`src/hdl/rsh_pkg.sv`:
```
package rsh_pkg;
  // Register indices; byte address is four times the index
  localparam logic [9:0] SWITCH_CTRL_IDX = 10'h01c;
  localparam logic [9:0] HOLD_CTRL_IDX   = 10'h01d;
  localparam logic [9:0] STATUS_IDX      = 10'h01f;
  localparam int         ADDR_LSB        = 2;
  localparam int         ADDR_W          = 12;

  // Switchover control fields
  localparam int DEGLITCH_OFF_BIT = 7;
  localparam int SELECT_B_BIT     = 6;
  localparam int USE_PIN_BIT      = 5;
  localparam int AUTO_SWITCH_BIT  = 4;
  localparam int STAY_ON_B_BIT    = 3;
  localparam int POWER_B_BIT      = 2;
  localparam int POWER_A_BIT      = 1;
  localparam int DIFF_MODE_BIT    = 0;

  // Holdover control fields
  localparam int STATUS_OFF_BIT   = 4;
  localparam int LD_COMP_EN_BIT   = 3;
  localparam int HOLD_EN_BIT      = 2;
  localparam int EXT_HOLD_BIT     = 1;
  localparam int HOLD_EN2_BIT     = 0;

  // Status fields
  localparam int STAT_HOLD_BIT    = 5;
  localparam int STAT_REF_B_BIT   = 4;
  localparam int STAT_REF_B_OK    = 2;
  localparam int STAT_REF_A_OK    = 1;
  localparam int STAT_LOCK_BIT    = 0;

  localparam logic [7:0] SWITCH_CTRL_RESET = 8'h00;
  localparam logic [7:0] HOLD_CTRL_RESET   = 8'h00;

  // Deglitch: selection change waits this many cycles of steadiness
  localparam int         DEGLITCH_NS     = 400;
  localparam int         CLK_MHZ         = 20;
  localparam int         DEGLITCH_CYC    = (DEGLITCH_NS * CLK_MHZ + 999) / 1000;
  localparam logic [3:0] DEGLITCH_COUNT  = 4'(DEGLITCH_CYC);

  typedef enum logic [1:0] {HO_IDLE, HO_LOCKED, HO_HOLD} rsh_hold_type;
endpackage

```
`src/hdl/rsh_switchover_ctrl.sv`:
```
// Local design decision: the Wishbone slave port.
`timescale 1ns/1ps
// Function
// - Switchover bit 7 set disables the selection deglitch; reset clear.
// - Register manual select: bit 6 zero picks input A, one picks B.
// - Manual mode bit 5 picks source: bit 6 or reference select pin.
// - Bit 4 chooses manual or automatic switchover; auto needs single-ended mode.
// - Bit 3 zero returns to A once good; one stays on B.
// - Without auto switchover, bit 2 powers input B; default off.
// - Without auto switchover, bit 1 powers input A; default off.
// - Bit 0 picks single-ended or differential; auto and B need single-ended.
// - Holdover bit 4 set blocks status register readback.
// - Holdover bit 3 enables comparator; off means lock detect is treated true.
// - Automatic holdover with comparator uses it to judge previous lock.
// - Holdover active only with both bit 2 and bit 0 set.
// - Holdover bit 1 set: sync pin drives holdover, internal controller bypassed.
// - Holdover bit 0 is the second enable, paired with bit 2.
// - Status bit reports current reference: zero A or differential, one B.
module rsh_switchover_ctrl
  import rsh_pkg::*;
(
  input  wire logic                clk,
  input  wire logic                reset,
  // Register bus
  input  wire logic                wb_cyc_i,
  input  wire logic                wb_stb_i,
  input  wire logic                wb_we_i,
  input  wire logic [rsh_pkg::ADDR_W-1:0] wb_adr_i,
  input  wire logic [3:0]          wb_sel_i,
  input  wire logic [31:0]         wb_dat_i,
  output logic      [31:0]         wb_dat_o,
  output logic                     wb_ack_o,
  // Reference pins and monitors
  input  wire logic                refSelectPin,
  input  wire logic                refAGood,
  input  wire logic                refBGood,
  input  wire logic                digitalLock,
  input  wire logic                lockDetectPinHigh,
  input  wire logic                syncPinHold,
  // Mux, power and holdover controls
  output logic                     refBSelected,
  output logic                     refAPowerOn,
  output logic                     refBPowerOn,
  output logic                     diffMode,
  output logic                     holdoverActive,
  output logic                     ldComparatorOn
);
  import rsh_pkg::*;

  // State
  logic [7:0]   switchCtrl_reg;
  logic [7:0]   holdCtrl_reg;
  logic         autoOnB_reg;
  logic         refBSel_reg;
  logic [3:0]   glitchCnt_reg;
  logic         holdAct_reg;
  rsh_hold_type holdState_reg;
  logic         ack_reg;
  logic [31:0]  rdData_reg;

  // Decode and control helpers
  logic [9:0]   regIdx;
  logic         busReq;
  logic         wantB;
  logic         autoMode;
  logic         holdEnabled;
  logic         ldTrue;
  logic [7:0]   statusByte;
  logic         wrStrobe;
  logic         switchWrite;
  logic         holdWrite;
  logic [7:0]   readByte;
  logic         failToB;
  logic         returnToA;
  logic         glitchDone;
  logic         selRefGood;
  logic         holdEnter;
  logic         holdStay;

  // Bus decode; ack gates the request so a held cycle is taken only once
  assign regIdx   = wb_adr_i[ADDR_W-1:ADDR_LSB];
  assign busReq   = wb_cyc_i && wb_stb_i && !ack_reg;
  assign wb_ack_o = ack_reg;
  assign wb_dat_o = rdData_reg;

  // A write lands on the edge that sees ack high, as the master expects
  assign wrStrobe    = wb_cyc_i && wb_stb_i && ack_reg && wb_we_i && wb_sel_i[0];
  assign switchWrite = wrStrobe && (regIdx == SWITCH_CTRL_IDX);
  assign holdWrite   = wrStrobe && (regIdx == HOLD_CTRL_IDX);

  // Automatic switchover is only honoured in single-ended mode
  assign autoMode = switchCtrl_reg[AUTO_SWITCH_BIT] && !switchCtrl_reg[DIFF_MODE_BIT];

  // Requested reference before the deglitch filter
  always_comb begin
    if (switchCtrl_reg[DIFF_MODE_BIT]) begin
      // Differential mode feeds the loop from the first input pair only
      wantB = 1'b0;
    end else if (autoMode) begin
      // Auto mode follows the switchover tracker
      wantB = autoOnB_reg;
    end else if (switchCtrl_reg[USE_PIN_BIT]) begin
      // Pin select is taken as already synchronous to clk
      wantB = refSelectPin;
    end else begin
      wantB = switchCtrl_reg[SELECT_B_BIT];
    end
  end

  // Switchover control register; only byte lane 0 carries the 8-bit registers
  always_ff @(posedge clk or posedge reset) begin
    if (reset) begin
      switchCtrl_reg <= SWITCH_CTRL_RESET;
    end else if (switchWrite) begin
      switchCtrl_reg <= wb_dat_i[7:0];
    end
  end

  // Holdover control register; writes with lane 0 off leave it untouched
  always_ff @(posedge clk or posedge reset) begin
    if (reset) begin
      holdCtrl_reg <= HOLD_CTRL_RESET;
    end else if (holdWrite) begin
      holdCtrl_reg <= wb_dat_i[7:0];
    end
  end

  // Single wait-state ack: one cycle after the request is taken, never longer
  always_ff @(posedge clk or posedge reset) begin
    if (reset) begin
      ack_reg <= 1'b0;
    end else begin
      ack_reg <= busReq;
    end
  end

  // Read byte selection; unmapped addresses read zero and still ack
  always_comb begin
    readByte = 8'h00;
    unique case (regIdx)
      SWITCH_CTRL_IDX: begin
        readByte = switchCtrl_reg;
      end
      HOLD_CTRL_IDX: begin
        readByte = holdCtrl_reg;
      end
      STATUS_IDX: begin
        // Blocked readback leaves the whole word zero
        if (holdCtrl_reg[STATUS_OFF_BIT]) begin
          readByte = 8'h00;
        end else begin
          readByte = statusByte;
        end
      end
      default: begin
        readByte = 8'h00;
      end
    endcase
  end

  // Read data is captured when the request is taken and holds until the next read
  always_ff @(posedge clk or posedge reset) begin
    if (reset) begin
      rdData_reg <= 32'h0;
    end else if (busReq && !wb_we_i) begin
      rdData_reg <= {24'h0, readByte};
    end
  end

  // Status byte; writes to it are ignored
  always_comb begin
    // Bits this block does not own read zero
    statusByte                 = 8'h00;
    statusByte[STAT_HOLD_BIT]  = holdAct_reg;
    statusByte[STAT_REF_B_BIT] = refBSel_reg;
    // Input health and lock pass straight through
    statusByte[STAT_REF_B_OK]  = refBGood;
    statusByte[STAT_REF_A_OK]  = refAGood;
    statusByte[STAT_LOCK_BIT]  = digitalLock;
  end

  // Auto switchover events: A failing with B healthy, and A healthy again
  assign failToB   = !autoOnB_reg && !refAGood && refBGood;
  assign returnToA = autoOnB_reg && refAGood && !switchCtrl_reg[STAY_ON_B_BIT];

  // Automatic switchover: leave A when it fails and B is good
  always_ff @(posedge clk or posedge reset) begin
    if (reset) begin
      autoOnB_reg <= 1'b0;
    end else if (!autoMode) begin
      // Leaving auto mode forgets any earlier move to B
      autoOnB_reg <= 1'b0;
    end else if (failToB) begin
      autoOnB_reg <= 1'b1;
    end else if (returnToA) begin
      // Stay bit set keeps the loop on B even after A recovers
      autoOnB_reg <= 1'b0;
    end
  end

  // Deglitch timer: a new selection must stand steady before the mux moves,
  // trading a short switch delay for no runt pulses into the PLL
  always_ff @(posedge clk or posedge reset) begin
    if (reset) begin
      glitchCnt_reg <= 4'h0;
    end else if (wantB == refBSel_reg) begin
      glitchCnt_reg <= 4'h0;
    end else if (switchCtrl_reg[DEGLITCH_OFF_BIT] || glitchDone) begin
      glitchCnt_reg <= 4'h0;
    end else begin
      glitchCnt_reg <= glitchCnt_reg + 4'h1;
    end
  end

  // The last count of the timer lets the move through
  assign glitchDone = (glitchCnt_reg == DEGLITCH_COUNT - 4'h1);

  // Mux selection moves at once with the filter off, else when the timer runs out
  always_ff @(posedge clk or posedge reset) begin
    if (reset) begin
      refBSel_reg <= 1'b0;
    end else if (switchCtrl_reg[DEGLITCH_OFF_BIT]) begin
      refBSel_reg <= wantB;
    end else if (glitchDone) begin
      refBSel_reg <= wantB;
    end
  end

  // Input power: automatic mode needs both inputs alive
  always_comb begin
    if (autoMode) begin
      // Auto mode must watch both inputs, so the power bits are overridden
      refAPowerOn = 1'b1;
      refBPowerOn = 1'b1;
    end else begin
      // Manual mode: software owns power A, and power B in single-ended mode only
      refAPowerOn = switchCtrl_reg[POWER_A_BIT];
      refBPowerOn = switchCtrl_reg[POWER_B_BIT] && !switchCtrl_reg[DIFF_MODE_BIT];
    end
  end

  // Mode and comparator outputs straight from the control bits; selection and holdover from their registers
  assign diffMode       = switchCtrl_reg[DIFF_MODE_BIT];
  assign refBSelected   = refBSel_reg;
  assign ldComparatorOn = holdCtrl_reg[LD_COMP_EN_BIT];
  assign holdEnabled    = holdCtrl_reg[HOLD_EN_BIT] && holdCtrl_reg[HOLD_EN2_BIT];
  assign ldTrue         = holdCtrl_reg[LD_COMP_EN_BIT] ? lockDetectPinHigh : 1'b1;
  assign holdoverActive = holdAct_reg;

  // Health of whichever input feeds the loop right now
  assign selRefGood = refBSel_reg ? refBGood : refAGood;

  // Holdover controller; software must keep it off during VCO calibration
  always_ff @(posedge clk or posedge reset) begin
    if (reset) begin
      holdState_reg <= HO_IDLE;
    end else if (!holdEnabled || holdCtrl_reg[EXT_HOLD_BIT]) begin
      holdState_reg <= HO_IDLE;
    end else begin
      unique case (holdState_reg)
        HO_IDLE: begin
          // Only a lock that the pin comparator agrees with counts
          if (digitalLock && ldTrue) begin
            holdState_reg <= HO_LOCKED;
          end
        end
        HO_LOCKED: begin
          // Reference lost after a good lock: freeze the loop
          if (holdEnter) begin
            holdState_reg <= HO_HOLD;
          end else if (!ldTrue) begin
            holdState_reg <= HO_IDLE;
          end
        end
        HO_HOLD: begin
          // Recover once the selected reference is good again
          if (selRefGood) begin
            holdState_reg <= HO_IDLE;
          end
        end
      endcase
    end
  end

  // Entry into holdover and staying there while the reference stays bad
  assign holdEnter = (holdState_reg == HO_LOCKED) && !selRefGood && ldTrue;
  assign holdStay  = (holdState_reg == HO_HOLD) && !selRefGood;

  // Holdover flag: the sync pin in external mode, else the hold state
  always_ff @(posedge clk or posedge reset) begin
    if (reset) begin
      holdAct_reg <= 1'b0;
    end else if (!holdEnabled) begin
      holdAct_reg <= 1'b0;
    end else if (holdCtrl_reg[EXT_HOLD_BIT]) begin
      holdAct_reg <= syncPinHold;
    end else begin
      holdAct_reg <= holdEnter || holdStay;
    end
  end
endmodule // rsh_switchover_ctrl

```
`config.mk`:
```
export PLATFORM = sky130hd
export DESIGN_NAME = rsh_switchover_ctrl
export DESIGN_NICKNAME = d
export VERILOG_FILES = /design/src/hdl/rsh_pkg.sv /design/src/hdl/rsh_switchover_ctrl.sv
export SDC_FILE = /design/constraint.sdc
export NUM_CORES = 1
export LEC_CHECK = 0
export ABC_AREA = 0
export BUFFER_PORTS_ARGS = -buffer_cell sky130_fd_sc_hd__clkbuf_2
export CAP_MARGIN = 15
export CORE_UTILIZATION = 49
export DETAILED_ROUTE_END_ITERATION = 12
export HOLD_SLACK_MARGIN = 0.1
export PLACE_DENSITY = 0.94
export SYNTH_ARGS = -nofsm -noshare
export SYNTH_HDL_FRONTEND = slang
export SYNTH_SLANG_ARGS = --single-unit
```
`constraint.sdc`:
```
create_clock -name clk -period 1.9 [get_ports clk]
set_input_delay 0.095 -clock clk [delete_from_list [all_inputs] [get_ports clk]]
set_output_delay 0.095 -clock clk [all_outputs]
set_load 0.005 [all_outputs]
```
==> results.toml, run 1 <==
[status]
status = "completed"

[clock_network]
root_buffer = "clkbuf_8"
cts.sinks = 34
clkLatencyLatePin_ps = 290
h-tree-depth = 2
cts_resized = 0
cts_max_path_buffers = 2
cts_tree = "built"
cts_buffers = 5
cts.clk_slew.worst_paths_ps = 70

[die]
io_pins = 98
initial_utilization_pct = 51.1
core.rowCount = 22
die_w_um = 64.0
dieArea_mm2 = 0.00410
die_h_um = 64.0
fp.coreArea_mm2 = 0.00369

[timing]
fin_skew_ps = 6.11
rsz0062_at_grt = "no"
setup_viol = 0
fmax_mhz = 656
fin_setup_tns_ps = 0
drv_slew = 0
final.min_clock_period_ps = 1520
finalHoldViolations = 0
finalCritPeriodShare_pct = 80.2

[final_layout]
seq_area_um2 = 851
final_nets = 299
syn_to_final_growth_pct = 21.2
fill_cells = 303
design_area_mm2 = 0.00229
drive_above_1_share_pct = 34.3
multi_input_area_um2 = 915
diodes = 0

[grt]
antenna_found_initial = 0
grt_pass1_vias = 1468
grtUsageTotal_pct = 21.5
grt_max_degree = 35
grt_pass1_wl_um = 6590
overflow = 0

[synthesis]
async_reset_ff_share_pct = 100
yosysSeqAreaShare_pct = 45.1
synth_top_area_cell = "dfrtp_1"
synth-edff-count = 0
ys_ff_latch = 34
syn_avg_cell_area_um2 = 10.9
synthCells = 173
yosys-top-cells-area = "dfrtp_1 45%, mux2_2 13%, buf_4 9.6%, mux2i_1 3.7%, nand2_1 3.4%"
synthFlopType = "dfrtp_1"
synthesis.area_mm2 = 0.00189
ys_types = 38
yosys_warnings = 0
netlist.area_leader.share_pct = 45.1

[place]
port-buffer-count = 44
placed_area_mm2 = 0.00209
hpwl_um = 2860
gp_congestion = 0.743

[power]
power_uw = 1340
vdd_drop_max_mv = 0.368
pwr_density_cell_mw_per_mm2 = 588
p_leak_uw = 0.00117

[min_path]
worstHoldEndpoint = "autoOnB_reg"
hold_depth = 3
hold_path_class = "input pin to flop"
hold_start = "refAGood"

[routing]
dr_wl_met3_um = 218
wl_per_cell_um = 13.8
drt-met1-wl_um = 1690
drt-total-wl_um = 3910
drtIter0Drc = 85
wl_met2_um = 1930
firstDrtPassIters = 4
vias = 1438
routed.top_layer = "met4"
antenna_left = 0
viasPerCell = 5.06
drc = 0

[worst_setup_path]
end_kind = "flop"
worstPathRequired_ps = 2110
worst-r2r-cell-count = 3
r2r_slack_ps = 400
crit_fanout = 6
r2r-start = "wb_ack_o"
crit_path_start = "wb_stb_i"
critical_path_class = "input pin to flop"
arrival_ps = 1730
start_kind = "input pin"
worstReg2RegEnd = "wb_dat_o[5]"

[job]
max_cap_viol_count = 0
-- placed cells by master, fill, tap and decap left out, types with 3 or more instances in the layout --
cell type and n:
mux2i_1 7, dfrtp_1 34, nor3_1 3, mux2_2 21, clkbuf_2 44, buf_4 3
conb_1 24, ha_1 4, nand3_1 4, inv_1 5, nor2_1 6, clkbuf_8 5
nand2_1 17, a32oi_1 4, o21ai_0 6, a21oi_1 3, nand2b_1 4, dlygate4sd3_1 12
o31ai_1 3
-- final cells by class --
class | instances | area share [%]
Multi-Input combinational cell | 131 | 40.0
Sequential cell | 34 | 37.2
Timing Repair Buffer | 59 | 15.9
Clock buffer | 5 | 3.01
Tap cell | 48 | 2.63
Inverter | 5 | 0.821
Clock inverter | 2 | 0.438
-- cells in the mapped netlist (3+ instances only) --
master / instances
o21ai_0: 6
nor2_1: 6
a32oi_1: 4
a21oi_1: 3
nand2_1: 17
mux2i_1: 7
o31ai_1: 3
buf_4: 24
nand3_1: 4
nand2b_1: 4
ha_1: 4
dfrtp_1: 34
inv_1: 5
nor3_1: 3
mux2_2: 21
-- how the worst max path moves through the flow --
stage	to	slack, ps
after detailed placement	switchCtrl_reg[1]	120
after global placement	switchCtrl_reg[3]	160
after global routing	wb_dat_o[1]	230
after CTS	wb_dat_o[4]	400
after floorplan	switchCtrl_reg[0]	320
final	wb_dat_o[5]	380
-- critical path, stage by stage --
cell and delay (ps):
dlygate4sd3_1 520, clkbuf_2 100, nand2_1 90, or3_1 430, nand3b_1 280, o21ai_0 220
-- through the flow --
stage | std cells | util [%] | hold WS (ps) | worst slack, ps
after floorplan | 196 | - | 231 | 320
after global placement | 265 | 56.6 | 186 | 160
after detailed placement | 265 | 56.6 | 198 | 124
after CTS | 284 | 62.0 | 132 | 403
after global routing | 284 | 62.0 | 153 | 234
final | 284 | 62.0 | 138 | 376
-- where the power goes --
group / internal, µW / switching, µW / total, µW
Clock: 245 / 257 / 502
Combinational: 52.6 / 61.9 / 115
Sequential: 725 / 1.73 / 727
-- cells by family (layout without fill, tap and decap cells) --
group | after synthesis | count (layout) | share of synthesized area [%]
XOR/XNOR | 3 | 3 | 1.39
other | 1 | 24 | 0.199
AND/OR/NAND/NOR | 50 | 50 | 15.5
buffers and inverters | 31 | 71 | 10.9
adder cells (fa/ha/maj) | 4 | 4 | 2.65
multiplexers | 28 | 28 | 16.3
AO/OA/AOI/OAI | 22 | 22 | 7.96
flip-flops | 34 | 34 | 45.1
-- per-layer routing --
| layer | vias up | GRT usage [%] |
|---|---|---|
| met3 | 8 | 5.89 |
| li1 | 684 | - |
| met4 | 0 | 9.09 |
| met5 | - | 0 |
| met1 | 683 | 25.9 |
| met2 | 63 | 35.9 |
-- what timing repair did --
action	4_1_cts	5_1_grt
setup buffers	0	0
hold buffers	12	0
endpoints found under the hold margin	52	0
(Power assumes the default switching activity.)
==> run 2, diff against run 1 <==
--- a/config.mk
+++ b/config.mk
@@ -8,10 +8,10 @@
 export ABC_AREA = 0
 export BUFFER_PORTS_ARGS = -buffer_cell sky130_fd_sc_hd__clkbuf_2
 export CAP_MARGIN = 15
-export CORE_UTILIZATION = 49
+export CORE_UTILIZATION = 45
 export DETAILED_ROUTE_END_ITERATION = 12
 export HOLD_SLACK_MARGIN = 0.1
-export PLACE_DENSITY = 0.94
+export PLACE_DENSITY = 0.88
 export SYNTH_ARGS = -nofsm -noshare
 export SYNTH_HDL_FRONTEND = slang
 export SYNTH_SLANG_ARGS = --single-unit
==> constraint.sdc (replaced) <==
create_clock -name clk -period 1.43 [get_ports clk]
set_input_delay 0.0715 -clock clk [delete_from_list [all_inputs] [get_ports clk]]
set_output_delay 0.0715 -clock clk [all_outputs]
set_load 0.005 [all_outputs]
==> run 2 against run 1 <==
  * Sequential power is 33% higher
  * Register-to-register slack worse by 330 ps
  * First-iteration DRC count decreased by 68%
  * Die area grew 8.6%
  * Non-clock buffer count grew 2
  * Sequential share of layout area down 0.44 points
  * Cell count is 1.1% higher
  * Sequential cell count did not move
  * Via count grew 0.56%
  * Utilization fell by 4.1 points
  * Cell area grew 1.2%
  * Largest cell class unchanged
  * Highest routed layer unchanged
==> results.toml, run 2 (synthesized netlist as in run 1, its figures left out) <==
[status]
status = "completed"

[grt]
overflow = 0
antenna_found_initial = 0
grt_pass1_vias = 1358
grt.busiest_layer = "met2"
grt_use_met2_pct = 33.0
use_met1_pct = 22.4
grtUsageTotal_pct = 19.1
use_met3_pct = 4.45
grt_pass1_wl_um = 6200
grt_max_degree = 35

[worst_setup_path]
critical_path_class = "input pin to flop"
r2r_slack_ps = 70
end_kind = "flop"
worstPathRequired_ps = 1600
slowest_stage = "or4_4"
critPathTopFamily = "simple AND/OR/NAND/NOR gates"
worst-r2r-cell-count = 3
cp_num_buf_inv = 1
crit_fanout = 8
slowest_delay_ps = 560
r2r-start = "wb_ack_o"
worstReg2RegEnd = "wb_dat_o[5]"
start_kind = "input pin"
path_cells = "clkbuf_2, or4_4, nor3_4, nand3_2, mux2_2"
arrival_ps = 1540

[place]
hpwl_um = 3000
place_ws_ps = -255
placed_area_mm2 = 0.00211
port-buffer-count = 44
gp_congestion = 0.774

[die]
die_w_um = 66.7
initial_utilization_pct = 47.1
io_pins = 98
fp.coreArea_mm2 = 0.00400
core.rowCount = 23
dieArea_mm2 = 0.00445
die_h_um = 66.7

[clock_network]
cts_buffers = 5
cts_tree = "built"
root_buffer = "clkbuf_8"
cts_setup_buffers = 0
clkLatencyLatePin_ps = 280
cts.clk_slew.worst_paths_ps = 60
h-tree-depth = 2
cts_max_path_buffers = 2
cts.sinks = 34

[routing]
wl_per_cell_um = 13.6
drc = 0
drt-total-wl_um = 3910
drtIter0Drc = 27
firstDrtPassIters = 4
vias = 1446
viasPerCell = 5.04
antenna_left = 0

[power]
vdd_drop_max_mv = 0.571
power_uw = 1810
pwr_density_cell_mw_per_mm2 = 782
p_leak_uw = 0.00119

[final_layout]
final_common_cell = "clkbuf_2"
final_util_pct = 57.8
seq_area_um2 = 851
design_area_mm2 = 0.00231
syn_to_final_growth_pct = 22.7
diodes = 0
multi_input_area_um2 = 923
final_nets = 301
mostFrequentLayoutCells = "44 x clkbuf_2, 34 x dfrtp_1, 24 x conb_1, 21 x mux2_2, 17 x nand2_1"
fill_cells = 366
drive_above_1_share_pct = 35.9

[timing]
finalHoldViolations = 0
setup_slack_ps = 55.6
final.min_clock_period_ps = 1370
fin_skew_ps = 5.07
drv_slew = 0
fmax_mhz = 728
rsz0062_at_grt = "yes"
finalCritPeriodShare_pct = 96.1
fin_setup_tns_ps = 0
setup_viol = 0

[job]
max_cap_viol_count = 0

[min_path]
hold_path_class = "input pin to flop"
worstHoldEndpoint = "autoOnB_reg"
hold_start = "refAGood"
hold_depth = 3
-- run 2: worst min-delay path, cell delays in order --
cell and delay, ps:
clkbuf_2 110, o21bai_1 110, a21oi_1 70
-- run 2: repair_timing --
action	in CTS	in global routing
endpoints found under the hold margin	52	0
gates resized for setup	1	1
pin swaps	0	0
hold buffers	11	0
endpoints found under the setup margin	4	21
-- run 2: where the power goes --
group	total (µW)	internal, µW	switching [µW]
logic	149	68.2	81.1
clock network	694	371	323
registers	965	964	1.58
-- run 2: layout make-up --
| type | instances | share of cell area, % |
|---|---|---|
| Sequential cell | 34 | 36.8 |
| Timing Repair Buffer | 61 | 16.2 |
| Inverter | 5 | 0.811 |
| Clock buffer | 6 | 3.57 |
| Tap cell | 50 | 2.70 |
| Multi-Input combinational cell | 131 | 39.9 |
-- run 2: metrics by stage --
| step | hold slack [ps] | cells |
|---|---|---|
| 3_5_place_dp | 170 | 270 |
| 6_report | 119 | 287 |
| 4_1_cts | 111 | 287 |
| 5_1_grt | 128 | 287 |
| 3_3_place_gp | 164 | 270 |
| 2_1_floorplan | 207 | 196 |
-- run 2: per-layer routing --
metal,part of all wire [%],wire length (µm)
met1,41,1620
met2,53,2060
met4,1.5,57
met5,0,0
met3,4.4,174
-- run 2: worst max path at each step --
stage                                    to  slack (ps)  depth (start not counted)         startpoint
after floorplan           switchCtrl_reg[0]        -130                          4        wb_adr_i[9]
after global placement    switchCtrl_reg[7]        -230                          5        wb_adr_i[9]
after detailed placement    holdCtrl_reg[7]        -250                          5        wb_adr_i[9]
after CTS                  glitchCnt_reg[3]          40                          4  switchCtrl_reg[5]
after global routing            wb_dat_o[2]         -30                          3           wb_ack_o
final                     switchCtrl_reg[5]          60                          5        wb_adr_i[9]
==> run 3, diff against run 2 <==
--- a/config.mk
+++ b/config.mk
@@ -5,13 +5,13 @@
 export SDC_FILE = /design/constraint.sdc
 export NUM_CORES = 1
 export LEC_CHECK = 0
-export ABC_AREA = 0
+export ABC_AREA = 1
 export BUFFER_PORTS_ARGS = -buffer_cell sky130_fd_sc_hd__clkbuf_2
 export CAP_MARGIN = 15
-export CORE_UTILIZATION = 45
+export CORE_UTILIZATION = 47
 export DETAILED_ROUTE_END_ITERATION = 12
-export HOLD_SLACK_MARGIN = 0.1
-export PLACE_DENSITY = 0.88
+export HOLD_SLACK_MARGIN = 0.15
+export PLACE_DENSITY = 0.89
 export SYNTH_ARGS = -nofsm -noshare
 export SYNTH_HDL_FRONTEND = slang
 export SYNTH_SLANG_ARGS = --single-unit
==> run 3 against run 2 <==
  * Power is 11% higher
  * Worst hold slack better by 83 ps
  * Combinational power is 21% higher
  * Utilization is 3.2 points higher
  * Global-route usage is 1.6 points higher
  * Critical path type is now flop to flop
  * Highest routed layer unchanged
==> results.toml, run 3 <==
[status]
status = "completed"

[timing]
holdWs_ps = 202
fin_setup_tns_ps = 0
setup_viol = 0
rsz0062_at_grt = "no"
final.min_clock_period_ps = 1280
drv_slew = 0
finalCritPeriodShare_pct = 89.5
fin_skew_ps = 10.6
finalHoldViolations = 0
fmax_mhz = 781

[final_layout]
diodes = 0
drive_above_1_share_pct = 24.0
final_nets = 399
mostFrequentLayoutCells = "69 x nand2_1, 44 x clkbuf_2, 34 x inv_1, 34 x dfrtp_1, 24 x conb_1"
final_common_cell = "nand2_1"
fin_cells = 387
final_util_pct = 61.0
syn_to_final_growth_pct = 20.1

[min_path]
hold_path_class = "input pin to flop"
hold_start = "wb_we_i"
hold_depth = 5

[synthesis]
synthFlopType = "dfrtp_1"
synth-edff-count = 0
yosys-top-cells-count = "69 x nand2_1, 34 x dfrtp_1, 34 x inv_1"
async_reset_ff_share_pct = 100
synthesis.area_mm2 = 0.00210
yosys-top-cells-area = "dfrtp_1 40%, nand2_1 12%, buf_4 8.9%, inv_1 6.1%, nand3_1 4.8%"
ys_ff_latch = 34
synth_top_area_cell = "dfrtp_1"
synth.most_common_cell = "nand2_1"
netlist.area_leader.share_pct = 40.4
yosysSeqAreaShare_pct = 40.4
ys_types = 29
yosys_warnings = 0
synthCells = 273
syn_avg_cell_area_um2 = 7.71

[die]
core.rowCount = 23
dieArea_mm2 = 0.00475
die_h_um = 68.9
io_pins = 98
initial_utilization_pct = 50.8
fp.coreArea_mm2 = 0.00414
die_w_um = 68.9

[grt]
overflow = 0
grt_max_degree = 35
antenna_found_initial = 0
grt_pass1_wl_um = 7150
grt_pass1_vias = 1706
grtUsageTotal_pct = 20.7

[clock_network]
cts.sinks = 34
root_buffer = "clkbuf_8"
cts_buffers = 5
cts_setup_buffers = 0
cts.clk_slew.worst_paths_ps = 80
cts_tree = "built"
h-tree-depth = 2
cts_max_path_buffers = 2
clkLatencyLatePin_ps = 290

[worst_setup_path]
slowest_delay_ps = 410
cp_num_buf_inv = 1
critPathTopFamily = "simple AND/OR/NAND/NOR gates"
path_cells = "nand4_2, buf_4, nor2_4, nand2_1, o21ai_1"
crit_fanout = 15
r2r-start = "wb_ack_o"
end_kind = "flop"
critical_path_class = "flop to flop"
worstPathRequired_ps = 1640
arrival_ps = 1490
r2r_slack_ps = 150
crit_path_start = "wb_ack_o"
cp_num_cells = 5
slowest_stage = "dfrtp_1"
worst-r2r-cell-count = 5
start_kind = "flop"

[place]
hpwl_um = 3460
port-buffer-count = 44
gp_congestion = 0.840
dp.cells = 366

[routing]
drt-total-wl_um = 4540
drtIter0Drc = 126
vias = 1899
viasPerCell = 4.91
antenna_left = 0
wl_per_cell_um = 11.7
drc = 0
firstDrtPassIters = 4

[job]
max_cap_viol_count = 0

[power]
p_leak_uw = 0.00139
power_uw = 2010
pwr_density_cell_mw_per_mm2 = 796
vdd_drop_max_mv = 0.678
[run 3: changes by cell type after synthesis, moves of 13 or more]
cell     delta
nand2_1    +52
inv_1      +29
nor2_1     +14
nand4_1    +13
mux2_2     -21
nand3_1    +16
[run 3: worst paths after layout]
check / endpoint
worst max-delay path: switchCtrl_reg[3]
worst min-delay path: wb_dat_o[2]
worst max register to register: switchCtrl_reg[3]
worst min register to register: glitchCnt_reg[0]
max in group asynchronous: switchCtrl_reg[1]
min in group asynchronous: wb_dat_o[4]
[run 3: final cells by class]
type	count	area (µm²)
fill	400	1620
multi-input combinational	195	971
sequential	34	851
timing repair buffer	63	395
inverter	37	139
clock buffer	5	68.8
tap	50	62.6
clock inverter	3	40.0
[run 3: metrics by stage]
| step | cell area, µm² | setup WS [ps] |
|---|---|---|
| 2_1_floorplan | 2190 | 149 |
| 3_3_place_gp | 2290 | 42.5 |
| 3_5_place_dp | 2290 | -2.95 |
| 4_1_cts | 2520 | 63.3 |
| 5_1_grt | 2530 | 15.8 |
| 6_report | 2530 | 150 |
[run 3: power by group]
group	internal, µW	switching [µW]
logic	74.1	106
clock network	513	355
registers	963	2.44
total	1550	463
[run 3: cells by family (layout without fill, tap and decap cells)]
kind of cell / after synthesis / in the layout / share of synthesized area, %
other: 1 / 24 / 0.178
XOR/XNOR: 1 / 1 / 0.416
AND/OR/NAND/NOR: 137 / 137 / 30.3
AO/OA/AOI/OAI: 29 / 29 / 8.62
flip-flops: 34 / 34 / 40.4
adder cells (fa/ha/maj): 4 / 4 / 2.38
buffers and inverters: 67 / 108 / 17.7
[run 3: worst min-delay path, cell delays in order]
cell	delay [ps]
clkbuf_2	110
nor3_2	60
inv_2	110
nand2_1	60
nand2_1	50
[run 3: what timing repair did]
| action | in CTS | in global routing |
|---|---|---|
| endpoints found under the hold margin | 53 | 0 |
| gates resized for setup | 1 | 1 |
| hold buffers | 13 | 0 |
| endpoints found under the setup margin | 6 | 5 |
| cloned | 0 | 0 |
[run 3: per-layer routing]
| layer | vias to the layer above | GRT usage, % | part of all wire (%) |
|---|---|---|---|
| li1 | 944 | - | - |
| met1 | 874 | 23.8 | 41 |
| met2 | 76 | 37.3 | 50 |
| met3 | 5 | 5.59 | 7.2 |
| met4 | 0 | 6.12 | 1.2 |
| met5 | - | 0 | 0 |
